==> src/anps_pkg.sv <==
// package for the partner page status register bank
// assumes a 32-bit axi4-lite register bus and a 25 MHz single clock
package anps_pkg;
	localparam int ADDR_W = 8;
	localparam logic [ADDR_W-1:0] REG_IDX_PARTNER = 8'h05;
	localparam logic [ADDR_W-1:0] REG_IDX_EXPAN = 8'h06;
	localparam logic [ADDR_W-1:0] ADDR_PARTNER = 8'h14;
	localparam logic [ADDR_W-1:0] ADDR_EXPAN = 8'h18;
	localparam int BIT_MORE_PAGES = 15;
	localparam int BIT_PARTNER_ACK = 14;
	localparam int BIT_MSG_PAGE = 13;
	localparam int BIT_COMPLY = 12;
	localparam int BIT_TOGGLE = 11;
	localparam int CODE_W = 11;
	localparam int BIT_PDF = 4;
	localparam int BIT_PARTNER_XP = 3;
	localparam int BIT_LOCAL_XP = 2;
	localparam int BIT_PAGE_RX = 1;
	localparam int BIT_PARTNER_AN = 0;
	localparam logic [CODE_W-1:0] CODE_RST = 11'h000;
	localparam logic LOCAL_XP_RST = 1'b1;
	localparam logic [1:0] RESP_OKAY = 2'h0;
	localparam logic [1:0] RESP_SLVERR = 2'h2;

	// one received next page as the negotiation engine hands it over
	typedef struct packed {
		logic morePages;
		logic ack;
		logic msgPage;
		logic comply;
		logic toggle;
		logic [CODE_W-1:0] code;
	} anps_page_t;

	// partner and detection status levels
	typedef struct packed {
		logic parallelFault;
		logic partnerXp;
		logic partnerAn;
	} anps_status_t;
endpackage

==> src/anps_regs.sv <==
// partner next-page view and expansion status registers over axi4-lite
// assumes the negotiation engine pulses pageValid once per received page
// assumes software uses byte addresses, four times the register index
`timescale 1ns/1ps
module anps_regs
	import anps_pkg::*;
(
	input wire logic clk,
	input wire logic rstn,
	input wire anps_pkg::anps_page_t pageIn,
	input wire logic pageValid,
	input wire anps_pkg::anps_status_t statusIn,
	input wire logic [anps_pkg::ADDR_W-1:0] s_axi_awaddr,
	input wire logic s_axi_awvalid,
	output logic s_axi_awready,
	input wire logic [31:0] s_axi_wdata,
	input wire logic [3:0] s_axi_wstrb,
	input wire logic s_axi_wvalid,
	output logic s_axi_wready,
	output logic [1:0] s_axi_bresp,
	output logic s_axi_bvalid,
	input wire logic s_axi_bready,
	input wire logic [anps_pkg::ADDR_W-1:0] s_axi_araddr,
	input wire logic s_axi_arvalid,
	output logic s_axi_arready,
	output logic [31:0] s_axi_rdata,
	output logic [1:0] s_axi_rresp,
	output logic s_axi_rvalid,
	input wire logic s_axi_rready
);
	import anps_pkg::*;

	anps_page_t page_q, page_d;
	anps_status_t stat_q, stat_d;
	logic awSeen_q, awSeen_d, wSeen_q, wSeen_d, bValid_q, bValid_d;
	logic awReady_q, awReady_d, wReady_q, wReady_d;
	logic [1:0] bResp_q, bResp_d;
	logic [ADDR_W-1:0] awAddr_q, awAddr_d;
	logic arReady_q, arReady_d, rValid_q, rValid_d;
	logic [31:0] rData_q, rData_d;
	logic [1:0] rResp_q, rResp_d;
	logic readExpan, pageRxFlag;
	logic [15:0] partnerWord, expanWord;

	// page capture: the whole partner word follows the engine, software cannot write it
	always_comb begin
		page_d = page_q;
		stat_d = statusIn;
		if (pageValid)
			page_d = pageIn;
	end

	always_ff @(posedge clk or negedge rstn) begin
		if (!rstn) begin
			page_q <= '0;
			stat_q <= '0;
		end else begin
			page_q <= page_d;
			stat_q <= stat_d;
		end
	end

	// the clear fires when the expansion read is accepted on the address channel
	assign readExpan = s_axi_arvalid && arReady_q && (s_axi_araddr == ADDR_EXPAN);

	anps_page_flag u_flag (
		.clk(clk),
		.rstn(rstn),
		.pageStrobe(pageValid),
		.clearStrobe(readExpan),
		.flag(pageRxFlag)
	);

	// register images; toggle bit already holds the inverted previous value
	always_comb begin
		partnerWord = '0;
		partnerWord[BIT_MORE_PAGES] = page_q.morePages;
		partnerWord[BIT_PARTNER_ACK] = page_q.ack;
		partnerWord[BIT_MSG_PAGE] = page_q.msgPage;
		partnerWord[BIT_COMPLY] = page_q.comply;
		partnerWord[BIT_TOGGLE] = page_q.toggle;
		partnerWord[CODE_W-1:0] = page_q.code;
		expanWord = '0;
		expanWord[BIT_PDF] = stat_q.parallelFault;
		expanWord[BIT_PARTNER_XP] = stat_q.partnerXp;
		expanWord[BIT_LOCAL_XP] = LOCAL_XP_RST;
		expanWord[BIT_PAGE_RX] = pageRxFlag;
		expanWord[BIT_PARTNER_AN] = stat_q.partnerAn;
	end

	// write channel: registers are read-only, so writes are answered and dropped
	always_comb begin
		awSeen_d = awSeen_q;
		wSeen_d = wSeen_q;
		awAddr_d = awAddr_q;
		bValid_d = bValid_q;
		bResp_d = bResp_q;
		if (s_axi_awvalid && !awSeen_q && !bValid_q) begin
			awSeen_d = 1'b1;
			awAddr_d = s_axi_awaddr;
		end
		if (s_axi_wvalid && !wSeen_q && !bValid_q)
			wSeen_d = 1'b1;
		if (awSeen_q && wSeen_q && !bValid_q) begin
			bValid_d = 1'b1;
			awSeen_d = 1'b0;
			wSeen_d = 1'b0;
			// mapped but read-only answers okay and changes nothing
			if (awAddr_q == ADDR_PARTNER || awAddr_q == ADDR_EXPAN)
				bResp_d = RESP_OKAY;
			else
				bResp_d = RESP_SLVERR;
		end
		if (bValid_q && s_axi_bready)
			bValid_d = 1'b0;
		// ready flags are registered from the next channel state, so the ports come
		// from flops yet open in the same cycle as a combinational decode would
		awReady_d = !awSeen_d && !bValid_d;
		wReady_d = !wSeen_d && !bValid_d;
	end

	// reset opens both write channels with no response pending
	always_ff @(posedge clk or negedge rstn) begin
		if (!rstn) begin
			awSeen_q <= 1'b0;
			wSeen_q <= 1'b0;
			awAddr_q <= '0;
			bValid_q <= 1'b0;
			bResp_q <= RESP_OKAY;
			awReady_q <= 1'b1;
			wReady_q <= 1'b1;
		end else begin
			awSeen_q <= awSeen_d;
			wSeen_q <= wSeen_d;
			awAddr_q <= awAddr_d;
			bValid_q <= bValid_d;
			bResp_q <= bResp_d;
			awReady_q <= awReady_d;
			wReady_q <= wReady_d;
		end
	end

	// read channel: one outstanding read, data registered one cycle after address
	always_comb begin
		arReady_d = arReady_q;
		rValid_d = rValid_q;
		rData_d = rData_q;
		rResp_d = rResp_q;
		if (s_axi_arvalid && arReady_q) begin
			arReady_d = 1'b0;
			rValid_d = 1'b1;
			rResp_d = RESP_OKAY;
			case (s_axi_araddr)
				ADDR_PARTNER: rData_d = {16'h0000, partnerWord};
				ADDR_EXPAN: rData_d = {16'h0000, expanWord};
				default: begin
					rData_d = 32'h0000_0000;
					rResp_d = RESP_SLVERR;
				end
			endcase
		end
		if (rValid_q && s_axi_rready) begin
			rValid_d = 1'b0;
			arReady_d = 1'b1;
		end
	end

	// reset opens the read address channel with no data pending
	always_ff @(posedge clk or negedge rstn) begin
		if (!rstn) begin
			arReady_q <= 1'b1;
			rValid_q <= 1'b0;
			rData_q <= 32'h0000_0000;
			rResp_q <= RESP_OKAY;
		end else begin
			arReady_q <= arReady_d;
			rValid_q <= rValid_d;
			rData_q <= rData_d;
			rResp_q <= rResp_d;
		end
	end

	// every bus output is a plain flop, so no input ripples straight back to the master
	assign s_axi_awready = awReady_q;
	assign s_axi_wready = wReady_q;
	assign s_axi_bvalid = bValid_q;
	assign s_axi_bresp = bResp_q;
	assign s_axi_arready = arReady_q;
	assign s_axi_rvalid = rValid_q;
	assign s_axi_rdata = rData_q;
	assign s_axi_rresp = rResp_q;

	// checks on the register images: each field follows the last page taken
	// and holds between pages, whatever the bus does
	page_capture_a: assert property (@(posedge clk) disable iff (!rstn)
		pageValid |=> page_q.code == $past(pageIn.code))
		else $error("code not captured");
	msg_flag_a: assert property (@(posedge clk) disable iff (!rstn)
		pageValid |=> partnerWord[BIT_MSG_PAGE] == $past(pageIn.msgPage))
		else $error("message page flag not captured");
	comply_bit_a: assert property (@(posedge clk) disable iff (!rstn)
		pageValid |=> partnerWord[BIT_COMPLY] == $past(pageIn.comply))
		else $error("comply bit not captured");
	toggle_bit_a: assert property (@(posedge clk) disable iff (!rstn)
		pageValid |=> partnerWord[BIT_TOGGLE] == $past(pageIn.toggle))
		else $error("toggle bit not captured");
	more_pages_a: assert property (@(posedge clk) disable iff (!rstn)
		pageValid |=> {partnerWord[BIT_MORE_PAGES], partnerWord[BIT_PARTNER_ACK]}
			== $past({pageIn.morePages, pageIn.ack}))
		else $error("more pages or ack bit not captured");
	page_hold_a: assert property (@(posedge clk) disable iff (!rstn)
		!pageValid |=> $stable(page_q))
		else $error("partner word changed without a page");

	// expansion word: reserved bits read back as zero and the local bit as set, status one cycle late,
	// and the page flag shown as it stood before the clearing read
	expan_reserved_a: assert property (@(posedge clk) disable iff (!rstn)
		s_axi_arvalid && s_axi_arready && s_axi_araddr == ADDR_EXPAN
		|=> s_axi_rdata[31:BIT_PDF+1] == '0 && s_axi_rdata[BIT_LOCAL_XP])
		else $error("expansion fixed bits wrong on read");
	status_follow_a: assert property (@(posedge clk) disable iff (!rstn)
		##1 {expanWord[BIT_PDF], expanWord[BIT_PARTNER_XP]}
			== $past({statusIn.parallelFault, statusIn.partnerXp}))
		else $error("status levels not shown");
	an_able_a: assert property (@(posedge clk) disable iff (!rstn)
		##1 expanWord[BIT_PARTNER_AN] == $past(statusIn.partnerAn))
		else $error("partner autoneg bit not shown");
	read_clears_a: assert property (@(posedge clk) disable iff (!rstn)
		readExpan && !pageValid |=> !expanWord[BIT_PAGE_RX])
		else $error("read did not clear");
	flag_hold_a: assert property (@(posedge clk) disable iff (!rstn)
		!readExpan && !pageValid |=> $stable(pageRxFlag))
		else $error("page flag moved with no event");
	flag_read_a: assert property (@(posedge clk) disable iff (!rstn)
		readExpan |=> s_axi_rdata[BIT_PAGE_RX] == $past(pageRxFlag))
		else $error("page flag read back wrong");

	// read channel: one read at a time, answer a cycle after the address
	// and held until the master takes it
	read_answer_a: assert property (@(posedge clk) disable iff (!rstn)
		s_axi_arvalid && s_axi_arready |=> s_axi_rvalid)
		else $error("read answer late");
	arready_take_a: assert property (@(posedge clk) disable iff (!rstn)
		s_axi_arvalid && s_axi_arready |=> !s_axi_arready)
		else $error("second read taken while one is open");
	partner_read_a: assert property (@(posedge clk) disable iff (!rstn)
		s_axi_arvalid && s_axi_arready && s_axi_araddr == ADDR_PARTNER
		|=> s_axi_rdata == {16'h0000, $past(partnerWord)})
		else $error("partner word read back wrong");
	rresp_ok_a: assert property (@(posedge clk) disable iff (!rstn)
		s_axi_arvalid && s_axi_arready && (s_axi_araddr == ADDR_PARTNER
		|| s_axi_araddr == ADDR_EXPAN) |=> s_axi_rresp == RESP_OKAY)
		else $error("mapped read not okay");
	bad_addr_a: assert property (@(posedge clk) disable iff (!rstn)
		s_axi_arvalid && s_axi_arready && s_axi_araddr != ADDR_PARTNER && s_axi_araddr != ADDR_EXPAN
		|=> s_axi_rresp == RESP_SLVERR && s_axi_rdata == 32'h0000_0000)
		else $error("unmapped read not refused");
	rdata_hold_a: assert property (@(posedge clk) disable iff (!rstn)
		s_axi_rvalid && !s_axi_rready |=> s_axi_rvalid && $stable(s_axi_rdata) && $stable(s_axi_rresp))
		else $error("read answer dropped or changed");
	ar_block_a: assert property (@(posedge clk) disable iff (!rstn)
		s_axi_rvalid |-> !s_axi_arready)
		else $error("read address open while data pending");
	read_done_a: assert property (@(posedge clk) disable iff (!rstn)
		s_axi_rvalid && s_axi_rready |=> !s_axi_rvalid && s_axi_arready)
		else $error("read channel not reopened");

	// write channel: writes are answered and dropped, okay on the two mapped words
	// and an error elsewhere
	write_ignored_a: assert property (@(posedge clk) disable iff (!rstn)
		s_axi_bvalid && !pageValid |=> $stable(page_q))
		else $error("write changed page");
	write_answer_a: assert property (@(posedge clk) disable iff (!rstn)
		s_axi_awvalid && s_axi_awready && s_axi_wvalid && s_axi_wready |=> ##1 s_axi_bvalid)
		else $error("write answer late");
	awready_take_a: assert property (@(posedge clk) disable iff (!rstn)
		s_axi_awvalid && s_axi_awready |=> !s_axi_awready)
		else $error("write address open after being taken");
	wready_take_a: assert property (@(posedge clk) disable iff (!rstn)
		s_axi_wvalid && s_axi_wready |=> !s_axi_wready)
		else $error("write data open after being taken");
	aw_block_a: assert property (@(posedge clk) disable iff (!rstn)
		s_axi_bvalid |-> !s_axi_awready && !s_axi_wready)
		else $error("write channels open while response pending");
	bresp_hold_a: assert property (@(posedge clk) disable iff (!rstn)
		s_axi_bvalid && !s_axi_bready |=> s_axi_bvalid && $stable(s_axi_bresp))
		else $error("write response dropped or changed");
	write_resp_a: assert property (@(posedge clk) disable iff (!rstn)
		$rose(s_axi_bvalid) |-> s_axi_bresp == ((awAddr_q == ADDR_PARTNER
		|| awAddr_q == ADDR_EXPAN) ? RESP_OKAY : RESP_SLVERR))
		else $error("write response code wrong");
	write_done_a: assert property (@(posedge clk) disable iff (!rstn)
		s_axi_bvalid && s_axi_bready |=> !s_axi_bvalid)
		else $error("write response not retired");

	// scenarios the bench is meant to reach
	page_seen_c: cover property (@(posedge clk) disable iff (!rstn) pageValid ##[1:4] readExpan);
	flag_read_c: cover property (@(posedge clk) disable iff (!rstn)
		s_axi_rvalid && s_axi_rready && s_axi_rdata[BIT_PAGE_RX]);
	clash_c: cover property (@(posedge clk) disable iff (!rstn) pageValid && readExpan);
	write_c: cover property (@(posedge clk) disable iff (!rstn) s_axi_bvalid && s_axi_bready);
	bad_read_c: cover property (@(posedge clk) disable iff (!rstn) s_axi_rvalid && s_axi_rresp == RESP_SLVERR);
endmodule

==> src/anps_page_flag.sv <==
// sticky page-received flag, cleared by a register read
// assumes pageStrobe and clearStrobe are one-cycle pulses on clk
`timescale 1ns/1ps
module anps_page_flag
	import anps_pkg::*;
(
	input wire logic clk,
	input wire logic rstn,
	input wire logic pageStrobe,
	input wire logic clearStrobe,
	output logic flag
);
	import anps_pkg::*;

	logic flag_q, flag_d;

	// a new page beats the read clear so no reception is lost
	always_comb begin
		flag_d = flag_q;
		if (clearStrobe)
			flag_d = 1'b0;
		if (pageStrobe)
			flag_d = 1'b1;
	end

	always_ff @(posedge clk or negedge rstn) begin
		if (!rstn)
			flag_q <= 1'b0;
		else
			flag_q <= flag_d;
	end

	assign flag = flag_q;

	set_wins_a: assert property (@(posedge clk) disable iff (!rstn)
		pageStrobe |=> flag_q)
		else $error("page flag lost on same-cycle clear");
	clear_read_a: assert property (@(posedge clk) disable iff (!rstn)
		clearStrobe && !pageStrobe |=> !flag_q)
		else $error("page flag not cleared");
endmodule

==> config.mk <==
export PLATFORM = sky130hd
export DESIGN_NAME = anps_regs
export DESIGN_NICKNAME = d
export VERILOG_FILES = /design/src/anps_pkg.sv /design/src/anps_regs.sv /design/src/anps_page_flag.sv
export SDC_FILE = /design/constraint.sdc
export NUM_CORES = 1
export LEC_CHECK = 0
export BUFFER_PORTS_ARGS = -buffer_cell sky130_fd_sc_hd__buf_4
export CAP_MARGIN = 20
export CORE_ASPECT_RATIO = 0.8
export CORE_MARGIN = 4
export CORE_UTILIZATION = 33
export DETAILED_ROUTE_END_ITERATION = 8
export SKIP_CTS_REPAIR_TIMING = 1
export SLEW_MARGIN = 20
export SYNTH_ARGS = -nofsm -noshare
export SYNTH_HDL_FRONTEND = slang
export SYNTH_SLANG_ARGS = --single-unit
==> constraint.sdc <==
create_clock -name clk -period 2.85 [get_ports clk]
set_input_delay 0.285 -clock clk [delete_from_list [all_inputs] [get_ports clk]]
set_output_delay 0.285 -clock clk [all_outputs]
set_load 0.1 [all_outputs]
* Yosys cells after proc, flatten, opt, wreduce, memory -nomap -nowiden
Index checks and enable logic that the tools add are counted.
** Word-level totals
- Register bits after elaboration :: 71
- Latch bits :: 0
- Memory bits (writable) :: 0
- ROM bits :: 0
- Input bits :: 79
- Output and inout port bits :: 41
- Logic and storage cells :: 62
- Memories kept :: 0
** Operators by class
- $add $sub $neg :: 0
- $mul :: 0
- Div/mod/pow operators :: 0
- Magnitude comparators :: 0
- Equal/unequal tests :: 4
- Shifts and indexed selects :: 0
- Muxes and demuxes :: 15
- Bitwise gates (word level) :: 0
- Reduce and logical (&&, ||, !) cells :: 22
** Operators by type and width (number)
- 8-bit by 5-bit equality test with 1-bit output (second input constant) :: 4
- 16-bit case mux with 2 select lines :: 1
- 1-bit logical AND :: 12
- 1-bit two-way mux :: 12
- 1-bit zero test :: 6
- 2-bit two-way mux :: 2
- 2-bit nonzero test :: 2
- 2-bit OR reduction :: 1
- 1-bit logical OR :: 1

* Logic depth before layout (Yosys ltp)
Gate-level depths: netlist of run 1.
- Depth in word-level cells :: 7
- Gate-level depth with buffers :: 4
- Depth with buffers taken out :: 3

* Cells and area by module
A second synthesis of run 1 with hierarchy kept.
** Second synthesis, totals
- Cells, all modules :: 183
- Area, all modules :: 2283.4 um^2
** Modules (own cells, without submodules)
- anps_regs :: times used 1, cells an instance 180, area an instance 2247.2 um^2, sequential area each 1305.0 um^2
- anps_page_flag :: times used 1, cells an instance 3, area an instance 36.3 um^2, sequential area each 25.0 um^2

* Worst setup path before layout of run 1
Ideal clock, no wire load.
- Path kind :: register -> register
- Start point :: reg arReady_q, in the netlist s_axi_arready
- End point :: reg rResp_q[1], in the netlist s_axi_rresp[1]
- Library setup time :: 0.146 ns
- Data arrival time :: 1.759 ns
- Data required time :: 2.704 ns
- Slack :: 0.945 ns
- Cell stages (with the launch flop) :: 5
- Buffers on the path :: 1
- Clock period less this slack :: 1.905 ns
- Cell sequence :: dfstp_2 -> nand4bb_1 -> nor4b_4 -> buf_6 -> nor3_1
** Between the ends
- Word-level cells in the longest chain between the ends :: 1
** RTL lines
- start: declaration :: line anps_regs.sv:39 : logic arReady_q, arReady_d, rValid_q, rValid_d;
- start signal: assignment :: line anps_regs.sv:176 : arReady_q <= arReady_d;
- 1-bit logical AND :: line anps_regs.sv:149 : if (s_axi_arvalid && arReady_q) begin
- end signal: assignment :: line anps_regs.sv:179 : rResp_q <= rResp_d;
- end: declaration :: line anps_regs.sv:41 : logic [1:0] rResp_q, rResp_d;
No other way between the ends.
A chain may end at the register's enable or synchronous reset.

* Final worst setup path of run 1
- Start point :: reg arReady_q, in the netlist s_axi_arready
- End point :: reg rData_q[5], in the netlist s_axi_rdata[5]
** Between the ends
- Word-level cells in the longest chain between the ends :: 1
** RTL lines
- 1-bit logical AND :: line anps_regs.sv:149
- end signal: assignment :: line anps_regs.sv:178 : rData_q <= rData_d;
- end: declaration :: line anps_regs.sv:40 : logic [31:0] rData_q, rData_d;
No other way between the ends.

==> reports/qor.csv, run 1 <==
metric,value,unit
status,finished clean,
grt-ovfl-total,0,
irDropWorstVdd,0.411,mV
synth_area,0.00215,mm^2
slowest_stage,dfstp_2,
synth_cell_types,30,
ios,120,
synth_top_cell_by_area,dfrtp_1,
rsz0062_at_grt,false,
root_buffer,clkbuf_8,
crit_fanout,11,
crit_family,simple AND/OR/NAND/NOR gates,
drc_errors,0,
path_buf_inv,1,
hp-class,input pin to async pin,
die_w,98.2,um
vias,1330,
cap_violations,0,
r2r-start,s_axi_arready,
grt_max_degree,54,
worstPathArrival,1.98,ns
whs,0.0114,ns
leakagePower,1.33,nW
worst_slew_pin_slew,0.700,ns
drv_slew,0,
dp_hpwl,3030,um
cp-end-kind,register,
synth-seq-cells,53,
synth_most_common_cell,dfrtp_1,
ys_top_cells_by_area,"dfrtp_1, mux2_2, buf_4, a22o_1, dfstp_2",
synth_ff_type,dfrtp_1,
rows,25,
setup_viol,0,
p_per_area,803,mW/mm^2
synthCells,149,
min_period,1.75,ns
antenna_found_initial,0,
fin_ws,1.10,ns
syn_area_per_cell,14.4,um^2
diodes,0,
drt_iter0_drc,37,
die_area,0.00786,mm^2
vias_per_cell,4.45,
gp_congestion,0.700,
final-hold-violation-count,0,
coreArea,0.00610,mm^2
crit_start,s_axi_arready,
synth_edf_count,0,
grt_pass1_wl,6820,um
ys_warn_count,0,
path_clk_slew,0.09,ns
wl_per_cell,14.0,um
critPathLaunchType,register,
skew,0.00798,ns
fmax,0.571,GHz
drive_gt1_share,48.2,%
htree_levels,2,
dp_slack,0.881,ns
fin_area,0.00277,mm^2
worst_ep_required_time,3.08,ns
path_cells,nand4bb_1 -> nor4b_4 -> buf_4 -> a22o_1,
nets,296,
slew_headroom,52.9,%
numPortBuffers,65,
async_flop_share,100,%
start_util,35.2,%
cts.sinks,53,
crit_type,register to register,
period_share,61.5,%
postPlaceCellArea,0.00265,mm^2
max_stage_delay,0.58,ns
ys_seq_area_share,62.0,%
insertion_delay,0.30,ns
synthToLayoutAreaGrowth,28.9,%
first_global_vias,1416,
yosys-top-cells-count,"dfrtp_1, mux2_2, buf_4",
wirelength,4190,um
drtPass1Iterations,3,
die_y,80.1,um
final_cells,299,
cts_tree,yes,
grt_usage,10.9,%
setup-tns-final,0,ns
synth.top_cell.area_share,58.3,%
cts_buffers,5,
clk_path_buf_depth,2,
dp.cells,291,
postRouteAntennaNets,0,
-- routing by layer --
layer  global-route usage, %  share of wire, %  up-vias
met3                    4.34               8.7        2
met4                    3.27              0.24        0
met2                    16.6                46       51
met5                       0                 0        -
met1                    14.5                45      648
li1                        -                 -      629
-- metrics by stage --
step | power, mW | util, %
after detailed placement | 1.72 | 43.4
after global placement | 1.71 | 43.4
after global routing | 2.34 | 45.3
after CTS | 2.25 | 45.3
after floorplan | 1.57 | -
final | 2.22 | 45.3
-- kinds of logic (layout without fill, tap and decap cells) --
logic type / after synthesis / count (layout) / synth area share, %
AO/OA/AOI/OAI: 24 / 24 / 9.15
XOR/XNOR: 1 / 1 / 0.408
buffers and inverters: 26 / 78 / 8.05
multiplexers: 25 / 25 / 13.1
AND/OR/NAND/NOR: 19 / 19 / 7.17
other: 1 / 18 / 0.175
flip-flops: 53 / 53 / 62.0
-- power breakdown --
group,switching (mW),internal [mW]
clock network,0.232,0.287
registers,0.0820,0.898
logic,0.508,0.215
total,0.822,1.40
-- final cells by class --
| cell class | count | area, um^2 |
|---|---|---|
| Clock buffer | 7 | 86.3 |
| Tap cell | 81 | 101 |
| Multi-Input combinational cell | 87 | 707 |
| Sequential cell | 53 | 1330 |
| Clock inverter | 1 | 30.0 |
| Timing Repair Buffer | 66 | 495 |
| Inverter | 4 | 15.0 |
| Fill cell | 579 | 3330 |
-- flip-flops by register name, summed over array words and instances (netlist names) --
name	cells
s_axi_rvalid	1
u_flag.flag	1
s_axi_rresp	1
s_axi_awready	1
awAddr_q	8
expanWord	3
s_axi_arready	1
s_axi_bresp	1
s_axi_wready	1
s_axi_rdata	16
awSeen_q	1
s_axi_bvalid	1
page_q	16
wSeen_q	1
-- final timing paths --
kind	endpoint	slack [ns]	depth (start not counted)
worst max register to register	s_axi_rdata[5]	1.10	4
worst max-delay path	s_axi_rdata[5]	1.10	4
max in group asynchronous	page_q[2]	2.41	1
min in group clk	expanWord[3]	0.09	1
worst min-delay path	page_q[7]	0.01	1
worst min register to register	s_axi_wready	0.45	1
-- placed cells by master, fill, tap and decap left out, types with 2 or more instances in the layout --
master / n
o21ai_0: 3
and2_0: 4
buf_4: 66
dfstp_2: 3
conb_1: 18
nand2_1: 3
inv_1: 4
o21a_1: 2
mux2_2: 24
a22o_1: 11
dfrtp_1: 50
nor3_1: 2
clkbuf_8: 6
a221o_1: 5
(Power assumes the default switching activity.)
==> run 2, diff against run 1 <==
- clock period: 2.85 -> 1.51 ns (I/O delays scaled with it)
==> reports/qor.csv, run 2 (synthesis results as in run 1) <==
metric,value,unit
rsz0062_at_grt,true,
die_y,80.1,um
period_share,97.2,%
coreArea,0.00610,mm^2
critPathLaunchType,register,
wl_per_cell,14.2,um
root_buffer,clkbuf_8,
htree_levels,2,
cp-end-kind,register,
cap_violations,0,
postRouteAntennaNets,0,
grt_usage,11.3,%
grt-ovfl-total,0,
reg2reg_to,s_axi_rdata[2],
setup_viol,0,
fin_area,0.00294,mm^2
final_cell_mix,"buf_4, dfrtp_1, mux2_2, conb_1, a22o_1",
die_area,0.00786,mm^2
clk_path_buf_depth,2,
hp-class,input pin to register,
die_w,98.2,um
crit_start,s_axi_arready,
drv_slew,0,
r2r-start,s_axi_arready,
gp_congestion,0.692,
fin_ws,0.0430,ns
route.met3.wl,412,um
worstSetupPathDepth,4,
status,finished clean,
leakagePower,1.40,nW
crit_fanout,17,
slowest_stage,dfstp_4,
vias,1395,
grt_max_degree,21,
final_cells,310,
ff2ff_setup_slack,0.04,ns
min_period,1.47,ns
final-hold-violation-count,0,
drt_iter0_drc,32,
drc_errors,0,
start_util,35.2,%
cts.sinks,53,
critPathCapture,s_axi_rdata[2],
p_total,4.23,mW
rr_worst_depth,4,
vias_per_cell,4.50,
crit_type,register to register,
synthToLayoutAreaGrowth,36.9,%
insertion_delay,0.29,ns
cts_tree,yes,
top_layer,met4,
dp.cells,297,
path_buf_inv,1,
path_clk_slew,0.09,ns
irDropWorstVdd,0.751,mV
max_stage_delay,0.66,ns
nFillCells,561,
skew,0.0108,ns
worstPathArrival,1.70,ns
p_per_area,1440,mW/mm^2
drive_gt1_share,50.7,%
final_core_util,48.1,%
wirelength,4410,um
cts_buffers,5,
diodes,0,
numPortBuffers,65,
nets,307,
path_cells,nand4bb_4 -> nor4b_4 -> buf_12 -> a221o_1,
postPlaceCellArea,0.00275,mm^2
dp_hpwl,3250,um
dp_slack,-0.0466,ns
first_global_vias,1406,
final_common_cell,buf_4,
antenna_found_initial,0,
rows,25,
ios,120,
wl_met2,2040,um
fmax,0.682,GHz
worst_ep_required_time,1.74,ns
grt_pass1_wl,7040,um
wl_met1,1940,um
crit_family,flip-flops,
drtPass1Iterations,2,
## run 2: layer usage
layer | up-vias | track usage, %
li1 | 655 | -
met1 | 686 | 14.6
met2 | 52 | 17.2
met3 | 2 | 5.21
met4 | 0 | 2.86
met5 | - | 0
## run 2: power breakdown
| part | internal, mW | leakage [nW] | switching (mW) | total [mW] |
|---|---|---|---|---|
| clock network | 0.492 | 0.0552 | 0.429 | 0.921 |
| logic | 0.456 | 0.694 | 0.977 | 1.43 |
| registers | 1.71 | 0.650 | 0.171 | 1.88 |
## run 2: worst min path at each step
stage	cells after the start	slack [ns]	endpoint	start
after floorplan	0	-0.14	awAddr_q[0]	rstn
after global placement	1	0.05	page_q[13]	rstn
after detailed placement	1	0.05	page_q[13]	rstn
after CTS	1	-0.28	page_q[13]	rstn
after global routing	2	0.03	s_axi_rvalid	s_axi_rready
final	2	0.04	s_axi_bvalid	s_axi_bready
## run 2: stage by stage
step	hold slack, ns	TNS, ns
after detailed placement	0.0530	-0.639
final	0.0358	0
after global placement	0.0522	-0.521
after CTS	-0.282	-0.344
after global routing	0.0278	-0.406
after floorplan	-0.145	-3.67
## run 2: cell type report
class / count / area, um^2 / area share (%)
flip-flops and latches: 53 / 1340 / 45.5
multi-input cells: 87 / 756 / 25.7
repair buffers: 77 / 619 / 21.1
well taps: 81 / 101 / 3.45
clock buffers: 6 / 72.6 / 2.47
clock inverters: 2 / 35.0 / 1.19
inverters: 4 / 15.0 / 0.511
## run 2: worst register-to-register path: cells and delay by family, from the launching register on
family          cells  cell delay [ns]
flops               1             0.66
simple gates        2             0.41
buf+inv             1             0.20
compound gates      1             0.14
==> run 3, diff against run 2 <==
- SETUP_SLACK_MARGIN: unset -> 0.2
==> reports/qor.csv, run 3 (synthesis results as in run 1) <==
metric,value,unit
status,finished clean,
critPathLaunchType,register,
synthToLayoutAreaGrowth,37.3,%
gp_congestion,0.722,
numPortBuffers,65,
insertion_delay,0.29,ns
hp-class,input pin to register,
cts_tree,yes,
cap_violations,0,
irDropWorstVdd,0.910,mV
drtPass1Iterations,4,
start_util,35.2,%
dp_hpwl,3140,um
whs,0.0388,ns
leakagePower,1.42,nW
antenna_found_initial,0,
diodes,0,
ios,120,
final-hold-violation-count,0,
vias_per_cell,4.46,
drc_errors,0,
skew,0.00671,ns
setup_viol,0,
dp.cells,295,
min_period,1.47,ns
postRouteAntennaNets,0,
drt_iter0_drc,25,
grtUsageMet2,17.3,%
fmax,0.680,GHz
die_w,98.2,um
grt_usage,10.9,%
nFillCells,574,
drv_slew,0,
root_buffer,clkbuf_8,
first_global_vias,1441,
final_cells,308,
htree_levels,2,
cp-end-kind,register,
drive_gt1_share,50.7,%
path_clk_slew,0.09,ns
gr-usage-met1,13.8,%
slew_headroom,55.8,%
grt-ovfl-total,0,
crit_fanout,17,
period_share,97.4,%
rows,25,
vias,1374,
clk_path_buf_depth,2,
worstPathArrival,1.71,ns
die_y,80.1,um
cts.sinks,53,
grt_use_met3,4.86,%
rsz0062_at_grt,true,
grt_pass1_wl,6820,um
wl_per_cell,13.9,um
worst_slew_pin_slew,0.663,ns
p_per_area,1450,mW/mm^2
busiest_layer,met2,
wirelength,4280,um
cts_buffers,5,
final_common_cell,buf_4,
coreArea,0.00610,mm^2
crit_type,register to register,
die_area,0.00786,mm^2
final_cell_mix,"buf_4, dfrtp_1, conb_1, mux2_2, a22o_1",
nets,305,
worst_ep_required_time,1.74,ns
grt_max_degree,54,
-- run 3: stage by stage --
step / TNS [ns] / area [um^2] / power [mW] / worst slack (ns) / utilization [%]
global route: -0.0177 / 2950 / 4.47 / -0.00688 / 48.3
detailed placement: -0.353 / 2770 / 3.44 / -0.0424 / 45.5
global placement: -0.469 / 2770 / 3.41 / -0.0418 / 45.5
floorplan: -4.21 / 2280 / 3.10 / -0.255 / -
CTS: -0.274 / 2870 / 4.30 / -0.0417 / 47.1
finish: 0 / 2950 / 4.26 / 0.0390 / 48.3
-- run 3: layer usage --
metal / part of all wire, % / wire length [um] / vias to the layer above
li1: - / - / 647
met1: 43 / 1850 / 672
met2: 47 / 2020 / 51
met3: 9.1 / 390 / 4
met4: 0.58 / 25 / 0
met5: 0 / 0 / -
-- run 3: where the power goes --
group          switching [mW]  leakage (nW)  internal (mW)
registers               0.182         0.650           1.71
logic                   0.988         0.712          0.541
clock network           0.432        0.0542          0.415
total                    1.60          1.42           2.66
-- run 3: critical path, cell delays in order (launching register included) --
cell	delay, ns
dfstp_4	0.66
nand4bb_4	0.13
nor4b_4	0.28
buf_12	0.19
a221o_1	0.15
-- run 3: worst paths after layout --
kind / start / endpoint / slack [ns] / cells after the start
max: s_axi_arready / s_axi_rdata[4] / 0.04 / 4
min: s_axi_rready / s_axi_rvalid / 0.04 / 2
max reg2reg: s_axi_arready / s_axi_rdata[4] / 0.04 / 4
min reg2reg: wSeen_q / s_axi_wready / 0.44 / 1
max in group asynchronous: rstn / s_axi_bvalid / 0.59 / 2
min in group asynchronous: rstn / awAddr_q[0] / 0.42 / 2
-- run 3: cell type report --
cell class	instances	area (um^2)	share of cell area (%)
Sequential cell	53	1340	45.4
Multi-Input combinational cell	87	786	26.7
Timing Repair Buffer	75	604	20.5
Tap cell	81	101	3.44
Clock buffer	7	96.3	3.27
Inverter	4	15.0	0.510
Clock inverter	1	5.00	0.170
